### src/ris_pkg.sv
package ris_pkg;

	// ----------------------------------------------------------------
	// Timing
	// ----------------------------------------------------------------
	// One internal operating cycle is one enabled clk_sys cycle.
	localparam int CLK_NS            = 10;
	localparam int TCYC_NS           = 10;
	localparam int POR_TCYC          = 4064;
	localparam int POR_CYCLES        = (POR_TCYC * TCYC_NS + CLK_NS - 1) / CLK_NS;
	localparam int RST_LOW_HALF_TCYC = 3;
	localparam int RST_LOW_CYCLES    = (RST_LOW_HALF_TCYC * TCYC_NS + 2 * CLK_NS - 1) / (2 * CLK_NS);
	localparam int WDOG_TIMEOUT_US   = 65500;
	localparam int WDOG_CYCLES       = WDOG_TIMEOUT_US * (1000 / CLK_NS);

	// ----------------------------------------------------------------
	// Addresses and values
	// ----------------------------------------------------------------
	localparam int              ADDR_W           = 13;
	localparam logic [12:0]     WDOG_ADDR        = 13'h1FF0;
	localparam int              WDOG_RESTART_BIT = 0;
	localparam logic [12:0]     VEC_RST_ADDR     = 13'h1FFE;
	localparam logic [12:0]     VEC_SWI_ADDR     = 13'h1FFC;
	localparam logic [12:0]     VEC_EXT_ADDR     = 13'h1FFA;
	localparam logic [12:0]     VEC_TMR_ADDR     = 13'h1FF8;
	localparam logic [4:0]      STACK_PAGE       = 5'h00;
	localparam logic [7:0]      SP_RESET         = 8'hFF;
	localparam logic [15:0]     TIMER_PRESET     = 16'hFFFC;
	localparam int              CCR_I_BIT        = 3;
	localparam logic [2:0]      STACK_LAST       = 3'h4;
	localparam logic [2:0]      PULL_DONE        = 3'h5;
	localparam int              PUSH_BYTES       = 5;

	// ----------------------------------------------------------------
	// Types
	// ----------------------------------------------------------------
	typedef enum logic [3:0] {
		ST_RESET,
		ST_RUN,
		ST_PUSH,
		ST_VHI,
		ST_VLO,
		ST_VEND,
		ST_PULL,
		ST_STOP,
		ST_WAIT
	} ris_state_type;

	typedef enum logic [1:0] {
		VEC_RST,
		VEC_EXT,
		VEC_TMR,
		VEC_SWI
	} ris_vec_type;

	function automatic logic [12:0] ris_vec_addr(ris_vec_type v, logic lo);
		logic [12:0] a;
		case (v)
			VEC_EXT: a = VEC_EXT_ADDR;
			VEC_TMR: a = VEC_TMR_ADDR;
			VEC_SWI: a = VEC_SWI_ADDR;
			default: a = VEC_RST_ADDR;
		endcase
		return a | {12'h000, lo};
	endfunction

endpackage

### src/ris_sequencer.sv
// Contract
// - Any reset aborts the running instruction immediately.
// - Reset comes from power-up, low reset pin, or watchdog expiry only.
// - Every reset clears all port direction bits, pins become inputs.
// - Every reset loads stack pointer FF and sets the interrupt mask.
// - Every reset clears timer prescaler, compare output, level bit, enables; counter FFFC.
// - Every reset clears the stop and wait latches.
// - After reset the program counter comes from 1FFE (high) and 1FFF (low).
// - Power-up holds reset 4064 cycles, longer while the pin stays low.
// - Reset pin low for one and a half cycles causes a reset.
// - The reset pin is input only and is never driven.
// - Watchdog counter times out after 65.5 ms and gives a full reset.
// - Writing zero to bit 0 at 1FF0 restarts the watchdog period.
// - Reads of 1FF0 return memory; only writes reach the watchdog.
// - Interrupts wait pending until the current instruction completes.
// - External interrupt taken when its pin is low and mask is clear.
// - Timer interrupt when an enabled timer flag is set and mask clear.
// - Entry pushes PC low, PC high, index, accumulator, flags; sets mask; fetches vector.
// - Return pulls flags, accumulator, index, PC high, PC low, then resumes.
// - External interrupt wins over a timer interrupt at the same boundary.
// - External latch clears at vector fetch, relatches meanwhile; level mode holds pending.
// - Software trap ignores the mask and vectors through 1FFC and 1FFD.
// - External vector 1FFA/1FFB; all timer interrupts share 1FF8/1FF9.
// - Stop halts clocks, clears timer enables and prescaler; woken by external or reset.
module ris_sequencer #(
	parameter bit WDOG_EN    = 1'b1,
	parameter bit IRQ_LEVEL  = 1'b1,
	parameter int WDOG_LIMIT = ris_pkg::WDOG_CYCLES
) (
	input  wire logic                          clk_sys,
	input  wire logic                          arst_n,
	input  wire logic                          ce,
	input  wire logic                          osc_active,
	input  wire logic                          reset_pin_n,
	input  wire logic                          irq_pin_n,
	input  wire logic                          capture_flag,
	input  wire logic                          compare_flag,
	input  wire logic                          overflow_flag,
	input  wire logic                          capture_irq_enable,
	input  wire logic                          compare_irq_enable,
	input  wire logic                          overflow_irq_enable,
	input  wire logic                          instr_done,
	input  wire logic                          software_trap_op,
	input  wire logic                          return_from_interrupt_op,
	input  wire logic                          stop_op,
	input  wire logic                          wait_op,
	input  wire logic                          mask_wr,
	input  wire logic                          mask_val,
	input  wire logic                          cpu_wr,
	input  wire logic [ris_pkg::ADDR_W-1:0]    cpu_addr,
	input  wire logic [7:0]                    cpu_wdata,
	input  wire logic [7:0]                    pc_low_byte,
	input  wire logic [7:0]                    pc_high_byte,
	input  wire logic [7:0]                    cpu_x,
	input  wire logic [7:0]                    cpu_a,
	input  wire logic [7:0]                    condition_flags,
	input  wire logic [7:0]                    mem_rdata,
	output logic                               core_reset_q,
	output logic                               core_hold_q,
	output logic                               i_mask_q,
	output logic [7:0]                         sp_q,
	output logic [ris_pkg::ADDR_W-1:0]         mem_addr_q,
	output logic [7:0]                         mem_wdata_q,
	output logic                               mem_re_q,
	output logic                               mem_we_q,
	output logic                               pc_load_q,
	output logic [15:0]                        pc_value_q,
	output logic                               restore_load_q,
	output logic [7:0]                         restore_x_q,
	output logic [7:0]                         restore_a_q,
	output logic [7:0]                         restore_ccr_q,
	output logic                               osc_stop_q,
	output logic                               wait_mode_q,
	output logic                               stop_clear_q,
	output logic [15:0]                        timer_preset_q
);
	import ris_pkg::*;

	localparam int POR_W  = $clog2(POR_CYCLES + 1);
	localparam int WDOG_W = $clog2(WDOG_LIMIT + 1);

	// ----------------------------------------------------------------
	// Reset release
	// ----------------------------------------------------------------
	logic [1:0] rst_sync_q;
	logic       rst_n;

	always_ff @(posedge clk_sys or negedge arst_n) begin
		if (!arst_n) begin
			rst_sync_q <= 2'b00;
		end else if (ce) begin
			rst_sync_q <= {rst_sync_q[0], 1'b1};
		end
	end
	assign rst_n = rst_sync_q[1];

	// ----------------------------------------------------------------
	// Reset sources and watchdog
	// ----------------------------------------------------------------
	// The reset pin has no output path at all, so an internal reset can never
	// pull it low.
	logic [POR_W-1:0]  por_cnt_q, por_cnt_d;
	logic              por_done_q, por_done_d;
	logic [1:0]        pin_cnt_q, pin_cnt_d;
	logic [WDOG_W-1:0] wd_cnt_q, wd_cnt_d;
	logic              pin_rst, wd_expire, wd_restart, rst_req;
	ris_state_type     state_q, state_d;

	assign pin_rst    = (pin_cnt_q == 2'(RST_LOW_CYCLES));
	assign wd_expire  = WDOG_EN && (wd_cnt_q == WDOG_W'(WDOG_LIMIT - 1));
	assign wd_restart = cpu_wr && (cpu_addr == WDOG_ADDR) && !cpu_wdata[WDOG_RESTART_BIT];
	assign rst_req    = !por_done_q || pin_rst || wd_expire;

	always_comb begin
		por_cnt_d  = por_cnt_q;
		por_done_d = por_done_q;
		if (!por_done_q && osc_active) begin
			if (por_cnt_q == POR_W'(POR_CYCLES - 1)) begin
				por_done_d = 1'b1;
			end else begin
				por_cnt_d = por_cnt_q + 1'b1;
			end
		end
		// A pin still low after the power-up delay keeps pin_rst asserted.
		pin_cnt_d = reset_pin_n ? 2'b00 : (pin_rst ? pin_cnt_q : pin_cnt_q + 1'b1);
		wd_cnt_d  = wd_cnt_q;
		if (rst_req || wd_restart) begin
			wd_cnt_d = '0;
		end else if (state_q != ST_STOP) begin
			wd_cnt_d = wd_cnt_q + 1'b1;
		end
	end

	always_ff @(posedge clk_sys or negedge rst_n) begin
		if (!rst_n) begin
			por_cnt_q  <= '0;
			por_done_q <= 1'b0;
			pin_cnt_q  <= 2'b00;
			wd_cnt_q   <= '0;
		end else if (ce) begin
			por_cnt_q  <= por_cnt_d;
			por_done_q <= por_done_d;
			pin_cnt_q  <= pin_cnt_d;
			wd_cnt_q   <= wd_cnt_d;
		end
	end

	// ----------------------------------------------------------------
	// Interrupt requests
	// ----------------------------------------------------------------
	logic irq_prev_q, irq_prev_d, irq_latch_q, irq_latch_d;
	logic ext_pend, tmr_pend, latch_clr;

	assign latch_clr = (state_q == ST_VHI);
	assign ext_pend  = irq_latch_q || (IRQ_LEVEL && !irq_pin_n);
	assign tmr_pend  = |{capture_flag & capture_irq_enable,
	                     compare_flag & compare_irq_enable,
	                     overflow_flag & overflow_irq_enable};

	always_comb begin
		irq_prev_d  = irq_pin_n;
		irq_latch_d = irq_latch_q;
		if (latch_clr) begin
			irq_latch_d = 1'b0;
		end
		// A new falling edge wins over the clear in the same cycle.
		if (irq_prev_q && !irq_pin_n) begin
			irq_latch_d = 1'b1;
		end
		if (rst_req) begin
			irq_latch_d = 1'b0;
		end
	end

	always_ff @(posedge clk_sys or negedge rst_n) begin
		if (!rst_n) begin
			irq_prev_q  <= 1'b1;
			irq_latch_q <= 1'b0;
		end else if (ce) begin
			irq_prev_q  <= irq_prev_d;
			irq_latch_q <= irq_latch_d;
		end
	end

	// ----------------------------------------------------------------
	// Sequencer
	// ----------------------------------------------------------------
	logic [2:0]        cnt_q, cnt_d;
	ris_vec_type       vec_q, vec_d;
	logic [7:0]        hi_q, hi_d;
	logic [7:0]        pl_q [PUSH_BYTES];
	logic [7:0]        pl_d [PUSH_BYTES];
	logic [7:0]        push_byte [PUSH_BYTES];
	logic [7:0]        sp_d;
	logic              i_mask_d, osc_stop_d, wait_mode_d, stop_clear_d;
	logic              core_reset_d, core_hold_d, mem_re_d, mem_we_d;
	logic [ADDR_W-1:0] mem_addr_d;
	logic [7:0]        mem_wdata_d;
	logic              pc_load_d, restore_load_d;
	logic [15:0]       pc_value_d;
	logic [7:0]        restore_x_d, restore_a_d, restore_ccr_d;

	always_comb begin
		push_byte[0] = pc_low_byte;
		push_byte[1] = pc_high_byte;
		push_byte[2] = cpu_x;
		push_byte[3] = cpu_a;
		push_byte[4] = condition_flags;
		push_byte[4][CCR_I_BIT] = i_mask_q;
	end

	always_comb begin
		state_d        = state_q;
		cnt_d          = cnt_q;
		vec_d          = vec_q;
		hi_d           = hi_q;
		pl_d           = pl_q;
		sp_d           = sp_q;
		i_mask_d       = i_mask_q;
		osc_stop_d     = osc_stop_q;
		wait_mode_d    = wait_mode_q;
		stop_clear_d   = 1'b0;
		pc_load_d      = 1'b0;
		pc_value_d     = pc_value_q;
		restore_load_d = 1'b0;
		restore_x_d    = restore_x_q;
		restore_a_d    = restore_a_q;
		restore_ccr_d  = restore_ccr_q;
		case (state_q)
			ST_RESET: begin
				state_d = ST_VHI;
				vec_d   = VEC_RST;
			end
			ST_RUN: begin
				if (mask_wr) begin
					i_mask_d = mask_val;
				end
				if (software_trap_op) begin
					state_d = ST_PUSH;
					vec_d   = VEC_SWI;
					cnt_d   = '0;
				end else if (return_from_interrupt_op) begin
					state_d = ST_PULL;
					cnt_d   = '0;
				end else if (stop_op) begin
					state_d      = ST_STOP;
					osc_stop_d   = 1'b1;
					stop_clear_d = 1'b1;
					i_mask_d     = 1'b0;
				end else if (wait_op) begin
					state_d     = ST_WAIT;
					wait_mode_d = 1'b1;
					i_mask_d    = 1'b0;
				end else if (instr_done && !i_mask_q && (ext_pend || tmr_pend)) begin
					state_d = ST_PUSH;
					cnt_d   = '0;
					vec_d   = ext_pend ? VEC_EXT : VEC_TMR;
				end
			end
			ST_STOP: begin
				if (ext_pend) begin
					state_d    = ST_PUSH;
					vec_d      = VEC_EXT;
					cnt_d      = '0;
					osc_stop_d = 1'b0;
				end
			end
			ST_WAIT: begin
				if (!i_mask_q && (ext_pend || tmr_pend)) begin
					state_d     = ST_PUSH;
					vec_d       = ext_pend ? VEC_EXT : VEC_TMR;
					cnt_d       = '0;
					wait_mode_d = 1'b0;
				end
			end
			ST_PUSH: begin
				sp_d = sp_q - 1'b1;
				if (cnt_q == STACK_LAST) begin
					state_d  = ST_VHI;
					i_mask_d = 1'b1;
				end else begin
					cnt_d = cnt_q + 1'b1;
				end
			end
			ST_VHI: begin
				state_d = ST_VLO;
			end
			ST_VLO: begin
				state_d = ST_VEND;
				hi_d    = mem_rdata;
			end
			ST_VEND: begin
				state_d    = ST_RUN;
				pc_load_d  = 1'b1;
				pc_value_d = {hi_q, mem_rdata};
			end
			ST_PULL: begin
				if (cnt_q != '0) begin
					pl_d[cnt_q - 1'b1] = mem_rdata;
				end
				if (cnt_q == PULL_DONE) begin
					state_d        = ST_RUN;
					restore_load_d = 1'b1;
					pc_load_d      = 1'b1;
					pc_value_d     = {pl_q[3], mem_rdata};
					restore_x_d    = pl_q[2];
					restore_a_d    = pl_q[1];
					restore_ccr_d  = pl_q[0];
					i_mask_d       = pl_q[0][CCR_I_BIT];
				end else begin
					sp_d  = sp_q + 1'b1;
					cnt_d = cnt_q + 1'b1;
				end
			end
			default: begin
				state_d = ST_RESET;
			end
		endcase
		// A reset overrides state, stack pointer, mask, stop and wait latches, PC load and count, even in mid-instruction.
		if (rst_req) begin
			state_d     = ST_RESET;
			sp_d        = SP_RESET;
			i_mask_d    = 1'b1;
			osc_stop_d  = 1'b0;
			wait_mode_d = 1'b0;
			pc_load_d   = 1'b0;
			cnt_d       = '0;
		end
		// Outputs are registered copies of what the next state asks for.
		core_reset_d = (state_d == ST_RESET);
		core_hold_d  = (state_d != ST_RUN);
		mem_re_d     = 1'b0;
		mem_we_d     = 1'b0;
		mem_addr_d   = mem_addr_q;
		mem_wdata_d  = mem_wdata_q;
		case (state_d)
			ST_PUSH: begin
				mem_we_d    = 1'b1;
				mem_addr_d  = {STACK_PAGE, sp_d};
				mem_wdata_d = push_byte[cnt_d];
			end
			ST_VHI, ST_VLO: begin
				mem_re_d   = 1'b1;
				mem_addr_d = ris_vec_addr(vec_d, state_d == ST_VLO);
			end
			ST_PULL: begin
				if (cnt_d != PULL_DONE) begin
					mem_re_d   = 1'b1;
					mem_addr_d = {STACK_PAGE, sp_d + 1'b1};
				end
			end
			default: begin
				mem_re_d = 1'b0;
			end
		endcase
	end

	always_ff @(posedge clk_sys or negedge rst_n) begin
		if (!rst_n) begin
			state_q        <= ST_RESET;
			cnt_q          <= '0;
			vec_q          <= VEC_RST;
			hi_q           <= '0;
			pl_q           <= '{default: '0};
			sp_q           <= SP_RESET;
			i_mask_q       <= 1'b1;
			osc_stop_q     <= 1'b0;
			wait_mode_q    <= 1'b0;
			stop_clear_q   <= 1'b0;
			core_reset_q   <= 1'b1;
			core_hold_q    <= 1'b1;
			mem_re_q       <= 1'b0;
			mem_we_q       <= 1'b0;
			mem_addr_q     <= '0;
			mem_wdata_q    <= '0;
			pc_load_q      <= 1'b0;
			pc_value_q     <= '0;
			restore_load_q <= 1'b0;
			restore_x_q    <= '0;
			restore_a_q    <= '0;
			restore_ccr_q  <= '0;
			timer_preset_q <= TIMER_PRESET;
		end else if (ce) begin
			state_q        <= state_d;
			cnt_q          <= cnt_d;
			vec_q          <= vec_d;
			hi_q           <= hi_d;
			pl_q           <= pl_d;
			sp_q           <= sp_d;
			i_mask_q       <= i_mask_d;
			osc_stop_q     <= osc_stop_d;
			wait_mode_q    <= wait_mode_d;
			stop_clear_q   <= stop_clear_d;
			core_reset_q   <= core_reset_d;
			core_hold_q    <= core_hold_d;
			mem_re_q       <= mem_re_d;
			mem_we_q       <= mem_we_d;
			mem_addr_q     <= mem_addr_d;
			mem_wdata_q    <= mem_wdata_d;
			pc_load_q      <= pc_load_d;
			pc_value_q     <= pc_value_d;
			restore_load_q <= restore_load_d;
			restore_x_q    <= restore_x_d;
			restore_a_q    <= restore_a_d;
			restore_ccr_q  <= restore_ccr_d;
			timer_preset_q <= TIMER_PRESET;
		end
	end

endmodule

### config.mk
export PLATFORM = sky130hd
export DESIGN_NAME = ris_sequencer
export DESIGN_NICKNAME = d
export VERILOG_FILES = /design/src/ris_pkg.sv /design/src/ris_sequencer.sv
export SDC_FILE = /design/constraint.sdc
export NUM_CORES = 1
export LEC_CHECK = 0
export ABC_AREA = 1
export BUFFER_PORTS_ARGS = -buffer_cell sky130_fd_sc_hd__buf_4
export CAP_MARGIN = 20
export CORE_MARGIN = 3
export CORE_UTILIZATION = 40
export DETAILED_ROUTE_END_ITERATION = 16
export PLACE_DENSITY = 0.7
export SLEW_MARGIN = 10
export SYNTH_ARGS = -nofsm -noshare
export SYNTH_HDL_FRONTEND = slang
export SYNTH_SLANG_ARGS = --single-unit
### constraint.sdc
create_clock -name clk_sys -period 6.4 [get_ports clk_sys]
set_input_delay 0.64 -clock clk_sys [delete_from_list [all_inputs] [get_ports clk_sys]]
set_output_delay 0.64 -clock clk_sys [all_outputs]
set_load 0.02 [all_outputs]
==> results by group, run 1 <==
Yosys
  – Syn. warnings: 0
  – Post-synth EDFFs: 0
  – Post-Synthesis Cell Area: 9159 sq um
  – Post-synth cell types: 55
  – Post-Synth Adder-Cell Area: 1.639%
  – Post-Synth XOR/XNOR Area: 2.486%
  – Top post-synthesis cells by area: dfrtp_1 (42%), nand2_1 (12%), nand3_1 (4.4%)
  – Post-synthesis compound-gate area fraction: 9.686%
  – Sequential fraction of the synthesis area: 45.52%
  – Area share of and/or/nand/nor cells after synthesis: 28.67%
  – Largest family of logic cells by synthesized area: simple AND/OR/NAND/NOR gates
  – Cells after Synth: 1,146
  – Synthesized flop and latch total: 166
  – Synth Flop Type: dfrtp_1
  – Post-synth top cells: nand2_1 (304), dfrtp_1 (154), inv_1 (104)
  – Asr flop ratio synth: 100.0%
  – Post-synth top area share: 42.08%
  – Mux contribution to synthesized area: 2.951%
  – Synth Area per Inst: 7.992 sq um
  – Largest area contributor in the netlist: dfrtp_1
  – Top-count cell post-synth: nand2_1

Placed design
  – Placed insts: 1,548
  – Hpwl dp: 16,690 um
  – I/O Buffers: 159
  – Post-DP Area: 10,430 sq um
  – GPL Wtd Cong: 0.9084

Setup path
  – R2r startpoint: wd_cnt_q[0]
  – Worst-case reg-to-reg path depth: 11
  – Critical path class: flip-flop to flip-flop
  – R2r setup slk: 3480 ps
  – CP required: 6750 ps
  – Critical-path maximum fanout: 17
  – FF-to-FF End: mem_wdata_q[0]
  – Crit path DAT: 3270 ps
  – Crit path from: wd_cnt_q[0]
  – Startpoint types: flip-flop
  – Critical path capture point type: flip-flop

Detailed routing
  – Wire per inst: 14.53 um
  – Detailed Routing Iterations Pass 1: 7
  – DRC: 0
  – Post-route ant nets: 0
  – Total wire length: 22,980 um
  – Vias: 7,931
  – Vias per cell: 5.016
  – DRT iter0 DRCs: 455

STA
  – Final Max Tran Viols: 0
  – Fin Setup TNS: 0 ps
  – Tcrit/Tclk final: 45.55%
  – RSZ-0062 raised after global routing: false
  – Tmin final: 2916 ps
  – Setup violators final: 0
  – Final Skew: 15.00 ps
  – Fmax: 0.3430 GHz
  – Worst-Margin Slew: 912.1 ps
  – Final Hold Vio Count: 0
  – Worst hold slack: 325.5 ps
  – Rel. slew slack: 39.19%

Die
  – Die ar.: 24,750 sq um
  – Chip Height: 157.3 um
  – Cell Rows: 54
  – Core area: 22,160 sq um
  – Die Width: 157.3 um
  – Num ports: 184
  – Initial cell density of the core: 41.33%

Finish
  – Syn-to-layout area delta: 20.94%
  – Non-filler instance count after layout: 1,581
  – Antenna cell count: 0
  – Share of cells above drive strength 1: 23.14%
  – Fin area: 11,080 sq um
  – Layout Nets: 1,389

Global route
  – Initial antenna violation count: 0
  – Largest net degree at the start of global routing: 72
  – First-pass GRT wire length: 37,780 um
  – Gr usage total: 18.95%
  – Global route overflow: 0
  – Vias in the first global route: 7,519

Pwr
  – Total power: 0.005047 W
  – Pwr/cell area: 455.6 nW/um^2
  – Leak: 5.665 nW
  – Peak VDD IR: 0.2328 mV

Clocking
  – Clock-pin slew on the worst setup and hold paths: 70 ps
  – CTS max path bufs: 2
  – CTS buffer count: 17
  – CTS tree: yes
  – Clock tree root buffer cell: clkbuf_16
  – CTS resizes: 0
  – Htree depth: 4
  – Worst-Skew Late Latency: 430 ps
  – CTS Sinks: 166

Worst hold path
  – Worst hold-check path type: flip-flop to async pin

Job
  – Max-cap viol count: 0

Outcome
  – Status: complete, no violations
==> worst max-delay path by stage <==
stage,endpoint,slack [ps],cells past startpoint
after global placement,mem_addr_q[5],3430,15
after global routing,mem_wdata_q[6],3140,11
after floorplan,cnt_q[0],1430,0
after detailed placement,mem_addr_q[2],3400,15
after CTS,mem_wdata_q[0],3450,11
final,mem_wdata_q[0],3480,11
==> cell usage in the layout, fill, tap and decap left out, types with 12 or more instances in the layout <==
master	synthesis	final
conb_1	2	16
inv_1	104	104
buf_4	26	162
clkbuf_16	0	17
nand2_2	14	14
nor3_1	14	14
mux2_2	24	24
o21ai_0	65	65
ha_1	12	12
dfrtp_1	154	153
nand3_1	80	80
dfstp_2	12	12
a21oi_1	22	22
nand4_1	13	13
nand2_1	304	304
nor2_1	103	103
inv_2	20	20
o21ai_1	32	32
xor2_1	19	19
==> layer usage <==
| layer | routed length [um] | up-vias | part of all wire [%] | track usage [%] |
|---|---|---|---|---|
| li1 | - | 3957 | - | - |
| met4 | 335 | 0 | 1.5 | 4.959 |
| met5 | 0 | - | 0 | 0 |
| met1 | 10170 | 3738 | 44 | 25.65 |
| met3 | 1451 | 25 | 6.3 | 3.904 |
| met2 | 11020 | 211 | 48 | 31.21 |
==> kinds of logic after synthesis <==
kind of cell	count (synthesis)
adder cells (fa/ha/maj)	12
AO/OA/AOI/OAI	157
buffers and inverters	179
XOR/XNOR	26
flip-flops	166
AND/OR/NAND/NOR	580
other	2
multiplexers	24
==> power breakdown <==
| part | leakage (nW) | total [W] | switching (W) | internal [W] |
|---|---|---|---|---|
| Sequential | 2.12 | 0.00164 | 0.000264 | 0.00138 |
| Combinational | 3.24 | 0.00233 | 0.00149 | 0.000836 |
| Clock | 0.304 | 0.00108 | 0.000534 | 0.000544 |
| Total | 5.67 | 0.00505 | 0.00229 | 0.00276 |
==> layout make-up <==
type	count	area, sq um
Clock buffer	17	425.4
Clock inverter	15	209.0
Fill cell	2153	11080
Inverter	125	471.7
Multi-Input combinational cell	815	4222
Sequential cell	166	4173
Tap cell	280	350.3
Timing Repair Buffer	163	1226
==> stage by stage <==
step / util, % / worst slack, ps
6_report: 49.98 / 3485
5_1_grt: 49.98 / 3142
4_1_cts: 49.98 / 3454
3_5_place_dp: 47.08 / 3398
3_3_place_gp: 47.08 / 3428
2_1_floorplan: - / 1433
==> timing repair <==
action                    in CTS  in global routing
setup buffers                  0                  0
hold buffers                   1                  0
hold endpoints to repair       2                  0
==> state kept, by name, summed over array words and instances (netlist names), 3 cells and up <==
signal,count
mem_wdata_q,8
restore_ccr_q,8
restore_x_q,8
wd_cnt_q,23
pl_q,32
por_cnt_q,12
mem_addr_q,9
cnt_q,3
restore_a_q,8
hi_q,8
sp_q,8
state_q,4
pc_value_q,16
==> worst max-delay path, cell delays in order, from the launching register on <==
cell and delay (ps):
dfrtp_1 400, ha_1 180, nand3_1 120, nor2_1 120, nand3_1 130, nand2_2 310, inv_2 230, nand2_1 210
nand2_1 180, nor3_4 570, or2_2 210, a21boi_1 160
Power figures use the tool's default switching activity.
==> run 2: changes to the inputs <==
- PLACE_DENSITY: 0.7 -> 0.73
- clock period: 6.4 -> 2.37 ns (I/O delays scaled with it)
==> run 2 against run 1 <==
Compared with the run above:
- flip-flop and latch count is the same
- via count grew 5.1%
- cell count grew 5.5%
- largest cell class unchanged
- largest power group unchanged
- highest routed layer unchanged
==> results by group, run 2 (synthesis gave the netlist of run 1 again) <==
Outcome
  – Status: complete, no violations

STA
  – Final Skew: 16.41 ps
  – Final Max Tran Viols: 0
  – Setup violators final: 0
  – Tcrit/Tclk final: 96.34%
  – Fmax: 0.4380 GHz
  – Rel. slew slack: 61.73%
  – RSZ-0062 raised after global routing: true
  – Worst-Margin Slew: 572.4 ps
  – Final Hold Vio Count: 0
  – Tmin final: 2283 ps
  – Fin Setup TNS: 0 ps

Setup path
  – CP Cell Sequence: nor2_4, buf_4, nand2_4, inv_2, nand2_2, nand3_1, nor2_2, nand2_2, nand2_4, nand2_2, nor3_4, buf_12, or2_2, a21boi_1
  – Worst-case reg-to-reg path depth: 14
  – Startpoint types: flip-flop
  – CP required: 2690 ps
  – Critical-path top delay cell: dfrtp_2
  – Critical path capture point type: flip-flop
  – Buf/Inv on CP: 3
  – R2r startpoint: state_q[2]
  – CP most frequent cell: nand2_2
  – FF-to-FF End: mem_wdata_q[3]
  – R2r setup slk: 90 ps
  – Critical path class: flip-flop to flip-flop
  – CP max stage delay: 460 ps
  – Crit-path leading delay family: simple AND/OR/NAND/NOR gates
  – Critical-path maximum fanout: 17
  – Crit path DAT: 2600 ps

Global route
  – Vias in the first global route: 7,883
  – Initial antenna violation count: 0
  – First-pass GRT wire length: 39,240 um
  – Global route overflow: 0
  – Gr usage total: 19.74%
  – Largest net degree at the start of global routing: 101

Job
  – Max-cap viol count: 0

Clocking
  – CTS tree: yes
  – CTS Sinks: 166
  – CTS buffer count: 17
  – Htree depth: 4
  – Clock tree root buffer cell: clkbuf_16
  – Worst-Skew Late Latency: 440 ps
  – Clock-pin slew on the worst setup and hold paths: 80 ps
  – CTS max path bufs: 2

Detailed routing
  – Vias per cell: 4.996
  – DRC: 0
  – Post-route ant nets: 0
  – Wire per inst: 14.80 um
  – DRT iter0 DRCs: 431
  – Total wire length: 24,690 um
  – Vias: 8,334
  – Detailed Routing Iterations Pass 1: 5

Finish
  – Commonest non-fill, non-tap cell in the layout: nand2_1
  – Syn-to-layout area delta: 31.82%
  – Layout Nets: 1,476
  – Register name with the most flops: pl_q
  – Antenna cell count: 0
  – Max FFs per register: 32
  – Most frequent cells in the layout: nand2_1 (292), buf_4 (239), dfrtp_1 (149)
  – Biggest regs: pl_q: 32 flops, wd_cnt_q: 23 flops, pc_value_q: 16 flops
  – Share of cells above drive strength 1: 31.41%

Pwr
  – Int Pwr: 0.008335 W
  – Pwr/cell area: 1245 nW/um^2
  – Total power: 0.01503 W
  – Leak: 6.160 nW
  – Sw power: 0.006698 W
  – Combinational power share: 51.5%
  – Clock power share: 19.6%
  – Sw Ratio: 44.56%
  – Sequential power share: 28.9%
  – Peak VDD IR: 0.5603 mV

Die
  – Cell Rows: 54
  – Num ports: 184
  – Chip Height: 157.3 um
  – Die Width: 157.3 um
  – Die ar.: 24,750 sq um
  – Initial cell density of the core: 41.33%
  – Core area: 22,160 sq um

Placed design
  – Hpwl dp: 18,020 um
  – GPL Wtd Cong: 0.8906
  – I/O Buffers: 159

Worst hold path
  – Hold Path Cell Cnt: 3
  – Hold path startpoint: osc_active
  – Worst Hold Path EP: por_done_q
  – Worst hold-check path type: input port to flip-flop
-- run 2: final cells by class --
| class | instances | area (sq um) |
|---|---|---|
| multi-input combinational | 816 | 4468 |
| inverter | 125 | 476.7 |
| sequential | 166 | 4178 |
| tap | 280 | 350.3 |
| timing repair buffer | 249 | 1961 |
| clock inverter | 15 | 214.0 |
| fill | 2083 | 10090 |
| clock buffer | 17 | 425.4 |
-- run 2: worst reg2reg max path, cell delays in order, from the launching register on --
cell      delay [ps]
dfrtp_2          460
nor2_4           200
buf_4            150
nand2_4           60
inv_2            120
nand2_2           90
nand3_1          110
nor2_2            50
nand2_2          130
nand2_4           90
nand2_2           90
nor3_4            40
buf_12           150
or2_2            270
a21boi_1         130
-- run 2: metrics by stage --
| step | std cells | setup slack (ps) | cell area (sq um) | hold WS [ps] | util, % |
|---|---|---|---|---|---|
| floorplan | 1160 | 163.9 | 9215 | -58.59 | - |
| global placement | 1619 | 40.24 | 11040 | 20.26 | 49.82 |
| detailed placement | 1619 | 18.09 | 11040 | 21.39 | 49.82 |
| CTS | 1653 | 1.784 | 11700 | 64.69 | 52.79 |
| global route | 1668 | -18.61 | 12070 | 94.55 | 54.48 |
| finish | 1668 | 86.79 | 12070 | 77.40 | 54.48 |
-- run 2: repair_timing --
item	in CTS	in global routing
endpoints found under the hold margin	3	0
hold buffers	2	0
endpoints found under the setup margin	2	29
gates resized for setup	0	74
gates cloned	0	1
buffers inserted	0	14
pin swaps	1	18
-- run 2: power by group through the flow --
| stage | clock, W | combinational [W] | sequential [W] |
|---|---|---|---|
| 2_1_floorplan | 0 | 0.00426 | 0.00477 |
| 3_3_place_gp | 0 | 0.00688 | 0.00435 |
| 3_5_place_dp | 0 | 0.00702 | 0.00438 |
| 4_1_cts | 0.00300 | 0.00706 | 0.00433 |
| 5_1_grt | 0.00312 | 0.00859 | 0.00447 |
| 6_report | 0.00294 | 0.00774 | 0.00435 |
-- run 2: worst max path at each step --
| stage | to | cells past startpoint | from | slack, ps |
|---|---|---|---|---|
| 2_1_floorplan | mem_addr_q[6] | 17 | sp_q[0] | 160 |
| 3_3_place_gp | mem_re_q | 12 | state_q[3] | 40 |
| 4_1_cts | mem_addr_q[4] | 19 | state_q[2] | 2 |
| 5_1_grt | mem_addr_q[3] | 17 | state_q[3] | -20 |
| 3_5_place_dp | mem_addr_q[5] | 12 | state_q[0] | 20 |
| 6_report | mem_wdata_q[3] | 14 | state_q[2] | 90 |
-- run 2: layer usage --
metal	wire length [um]	GRT usage [%]	vias to the layer above
met5	0	0	-
met4	401	5.124	0
met3	1533	4.812	34
met2	11680	32.17	229
met1	11080	26.59	3949
li1	-	-	4122
==> run 3: changes to the inputs <==
- ABC_AREA: 1 -> 0
==> run 3 against run 2 <==
Compared with the run above:
- flip-flop and latch count stayed put
- register-to-register slack worse by 460 ps
- the flow now finishes with violations (negative setup slack)
- core utilization is 4.9 points higher
- clock skew is 7.2 ps lower
- sequential power is 31% lower
- critical path type unchanged
- cell area is 4.4% higher
- non-clock buffer count is 115 higher
- hold slack worse by 22 ps
- largest power group is now registers
==> results by group, run 3 <==
Detailed routing
  – Detailed Routing Iterations Pass 1: 5
  – Wire per inst: 17.12 um
  – Vias: 7,627
  – Post-route ant nets: 0
  – DRC: 0
  – DRT iter0 DRCs: 467
  – Vias per cell: 5.275
  – Total wire length: 24,750 um

STA
  – Tcrit/Tclk final: 115.7%
  – Final Hold Vio Count: 0
  – Final Max Tran Viols: 0
  – Worst-Margin Slew: 567.5 ps
  – Setup WS post-layout: -371.5 ps
  – Tmin final: 2741 ps
  – Fmax: 0.3648 GHz
  – Fin Setup TNS: -5374 ps
  – Final Skew: 9.227 ps
  – Worst hold slack: 55.55 ps
  – RSZ-0062 raised after global routing: true
  – Setup violators final: 28
  – Rel. slew slack: 62.17%

Global route
  – First-pass GRT wire length: 39,160 um
  – Global route overflow: 0
  – Gr usage total: 20.28%
  – Vias in the first global route: 7,631
  – Initial antenna violation count: 0
  – Global routing usage on met1: 27.10%
  – Largest net degree at the start of global routing: 57
  – M2 GR Usage: 31.90%
  – M3 GR Usage: 6.023%
  – Top Usage Layer GRT: met2

Finish
  – Max FFs per register: 32
  – Register name with the most flops: pl_q
  – Share of cells above drive strength 1: 48.08%
  – Layout Nets: 1,259
  – Antenna cell count: 0
  – Syn-to-layout area delta: 44.11%
  – Final core occ: 59.37%
  – Biggest regs: pl_q: 32 flops, wd_cnt_q: 23 flops, pc_value_q: 16 flops
  – Commonest non-fill, non-tap cell in the layout: buf_4
  – # fillers: 1,737
  – Non-filler instance count after layout: 1,446
  – Most frequent cells in the layout: buf_4 (337), dfrtp_1 (148), mux2_2 (80)

Yosys
  – Top post-synthesis cells by area: dfrtp_1 (44%), mux2_2 (10%), dfstp_2 (3.6%)
  – Synthesized flop and latch total: 166
  – Post-Synthesis Cell Area: 8742 sq um
  – Synth Flop Type: dfrtp_1
  – Syn. warnings: 0
  – Post-synth cell types: 76
  – Top-count cell post-synth: dfrtp_1
  – Post-synth EDFFs: 0
  – Cells after Synth: 821
  – Largest area contributor in the netlist: dfrtp_1
  – Post-synth top cells: dfrtp_1 (154), mux2_2 (80), nor2_1 (78)
  – Post-synth top area share: 44.08%
  – Asr flop ratio synth: 100.0%
  – Synth Area per Inst: 10.65 sq um
  – Sequential fraction of the synthesis area: 47.69%

Setup path
  – Critical-path maximum fanout: 7
  – CP required: 2690 ps
  – Critical path class: flip-flop to flip-flop
  – Startpoint types: flip-flop
  – Crit path DAT: 3060 ps
  – Worst-case reg-to-reg path depth: 9
  – Critical path capture point type: flip-flop

Placed design
  – Placed insts: 1,388
  – I/O Buffers: 159
  – Hpwl dp: 17,350 um
  – GPL Wtd Cong: 0.9703

Worst hold path
  – Worst hold-check path type: input port to flip-flop
  – Hold Path Cell Cnt: 2

Outcome
  – Status: finished with violations
  – Failing checks: negative setup slack

Die
  – Core area: 21,220 sq um
  – Num ports: 184
  – Die ar.: 23,670 sq um
  – Initial cell density of the core: 41.20%
  – Cell Rows: 53
  – Chip Height: 153.8 um
  – Die Width: 153.8 um

Clocking
  – Htree depth: 4
  – CTS Sinks: 166
  – Worst-Skew Late Latency: 430 ps
  – CTS max path bufs: 2
  – Clock tree root buffer cell: clkbuf_16
  – Clock-pin slew on the worst setup and hold paths: 70 ps
  – CTS tree: yes
  – CTS buffer count: 17

Pwr
  – Peak VDD IR: 0.4949 mV
  – Leak: 6.141 nW
  – Pwr/cell area: 495.9 nW/um^2

Job
  – Max-cap viol count: 0
-- run 3: changes by cell type after synthesis, sizes merged, moves of 10 or more --
cell,previous run,this run
mux2,24,81
o2bb2ai,0,10
clkbuf,13,24
inv,125,16
xnor2,7,19
o21ai,99,42
mux2i,0,28
nand2,320,54
nor2,112,80
nand3,87,30
o22a,0,14
-- run 3: power by group --
part,switching (W),internal [W]
clock network,0.00133,0.00141
registers,0.0000768,0.00294
logic,0.000222,0.000262
-- run 3: logic make-up (layout without fill, tap and decap cells) --
logic type	Yosys count	in the layout	synth area share (%)
AO/OA/AOI/OAI	151	151	11.81
XOR/XNOR	44	44	4.408
AND/OR/NAND/NOR	261	261	16.00
other	2	16	0.08591
adder cells (fa/ha/maj)	12	12	1.717
multiplexers	109	109	13.68
flip-flops	166	166	47.69
buffers and inverters	76	412	4.609
-- run 3: path summary, 6_finish.rpt --
path	slack [ps]	startpoint	to
setup / recovery	-370	state_q[2]	mem_addr_q[4]
setup reg to reg	-370	state_q[2]	mem_addr_q[4]
hold reg to reg	240	rst_sync_q[1]	wd_cnt_q[8]
max in group asynchronous	1240	rst_sync_q[1]	hi_q[4]
hold / removal	60	osc_active	por_done_q
min in group asynchronous	130	arst_n	rst_sync_q[1]
-- run 3: per-layer routing --
metal	up-vias	share of wire, %
met5	-	0
met3	33	7.0
met2	257	48
li1	3602	-
met1	3735	43
met4	0	1.7
-- run 3: what timing repair did --
action                                  CTS  global route
hold endpoints to repair                  4             0
gates resized for setup                  41            45
setup buffers                            16            12
endpoints found under the setup margin   54            65
hold buffers                              2             0
cloned                                    0             0
pin swaps                                14            14
-- run 3: worst max-delay path, stage by stage (launching register included) --
cell     delay, ps
dfrtp_2        480
or4b_4         550
or3_1          330
a41o_1         250
buf_6          140
or2_4          250
nor2_4         150
nor4b_4        230
xnor2_1        100
o22a_1         160
-- run 3: stage by stage --
step | power (W) | setup WS, ps | area [sq um]
final | 0.006247 | -371.5 | 12600
after global routing | 0.006525 | -496.5 | 12600
after CTS | 0.006281 | -312.7 | 12310
after detailed placement | 0.003542 | -501.0 | 11460
after global placement | 0.003519 | -415.0 | 11460
after floorplan | 0.003312 | -361.7 | 8847
-- run 3: area by class of cell --
type | count | area (sq um) | area share, %
multi-input cells | 593 | 4542 | 36.05
well taps | 275 | 344.1 | 2.731
clock buffers | 18 | 429.2 | 3.407
flip-flops and latches | 166 | 4179 | 33.17
inverters | 16 | 60.06 | 0.4767
clock inverters | 14 | 156.4 | 1.241
repair buffers | 364 | 2888 | 22.92
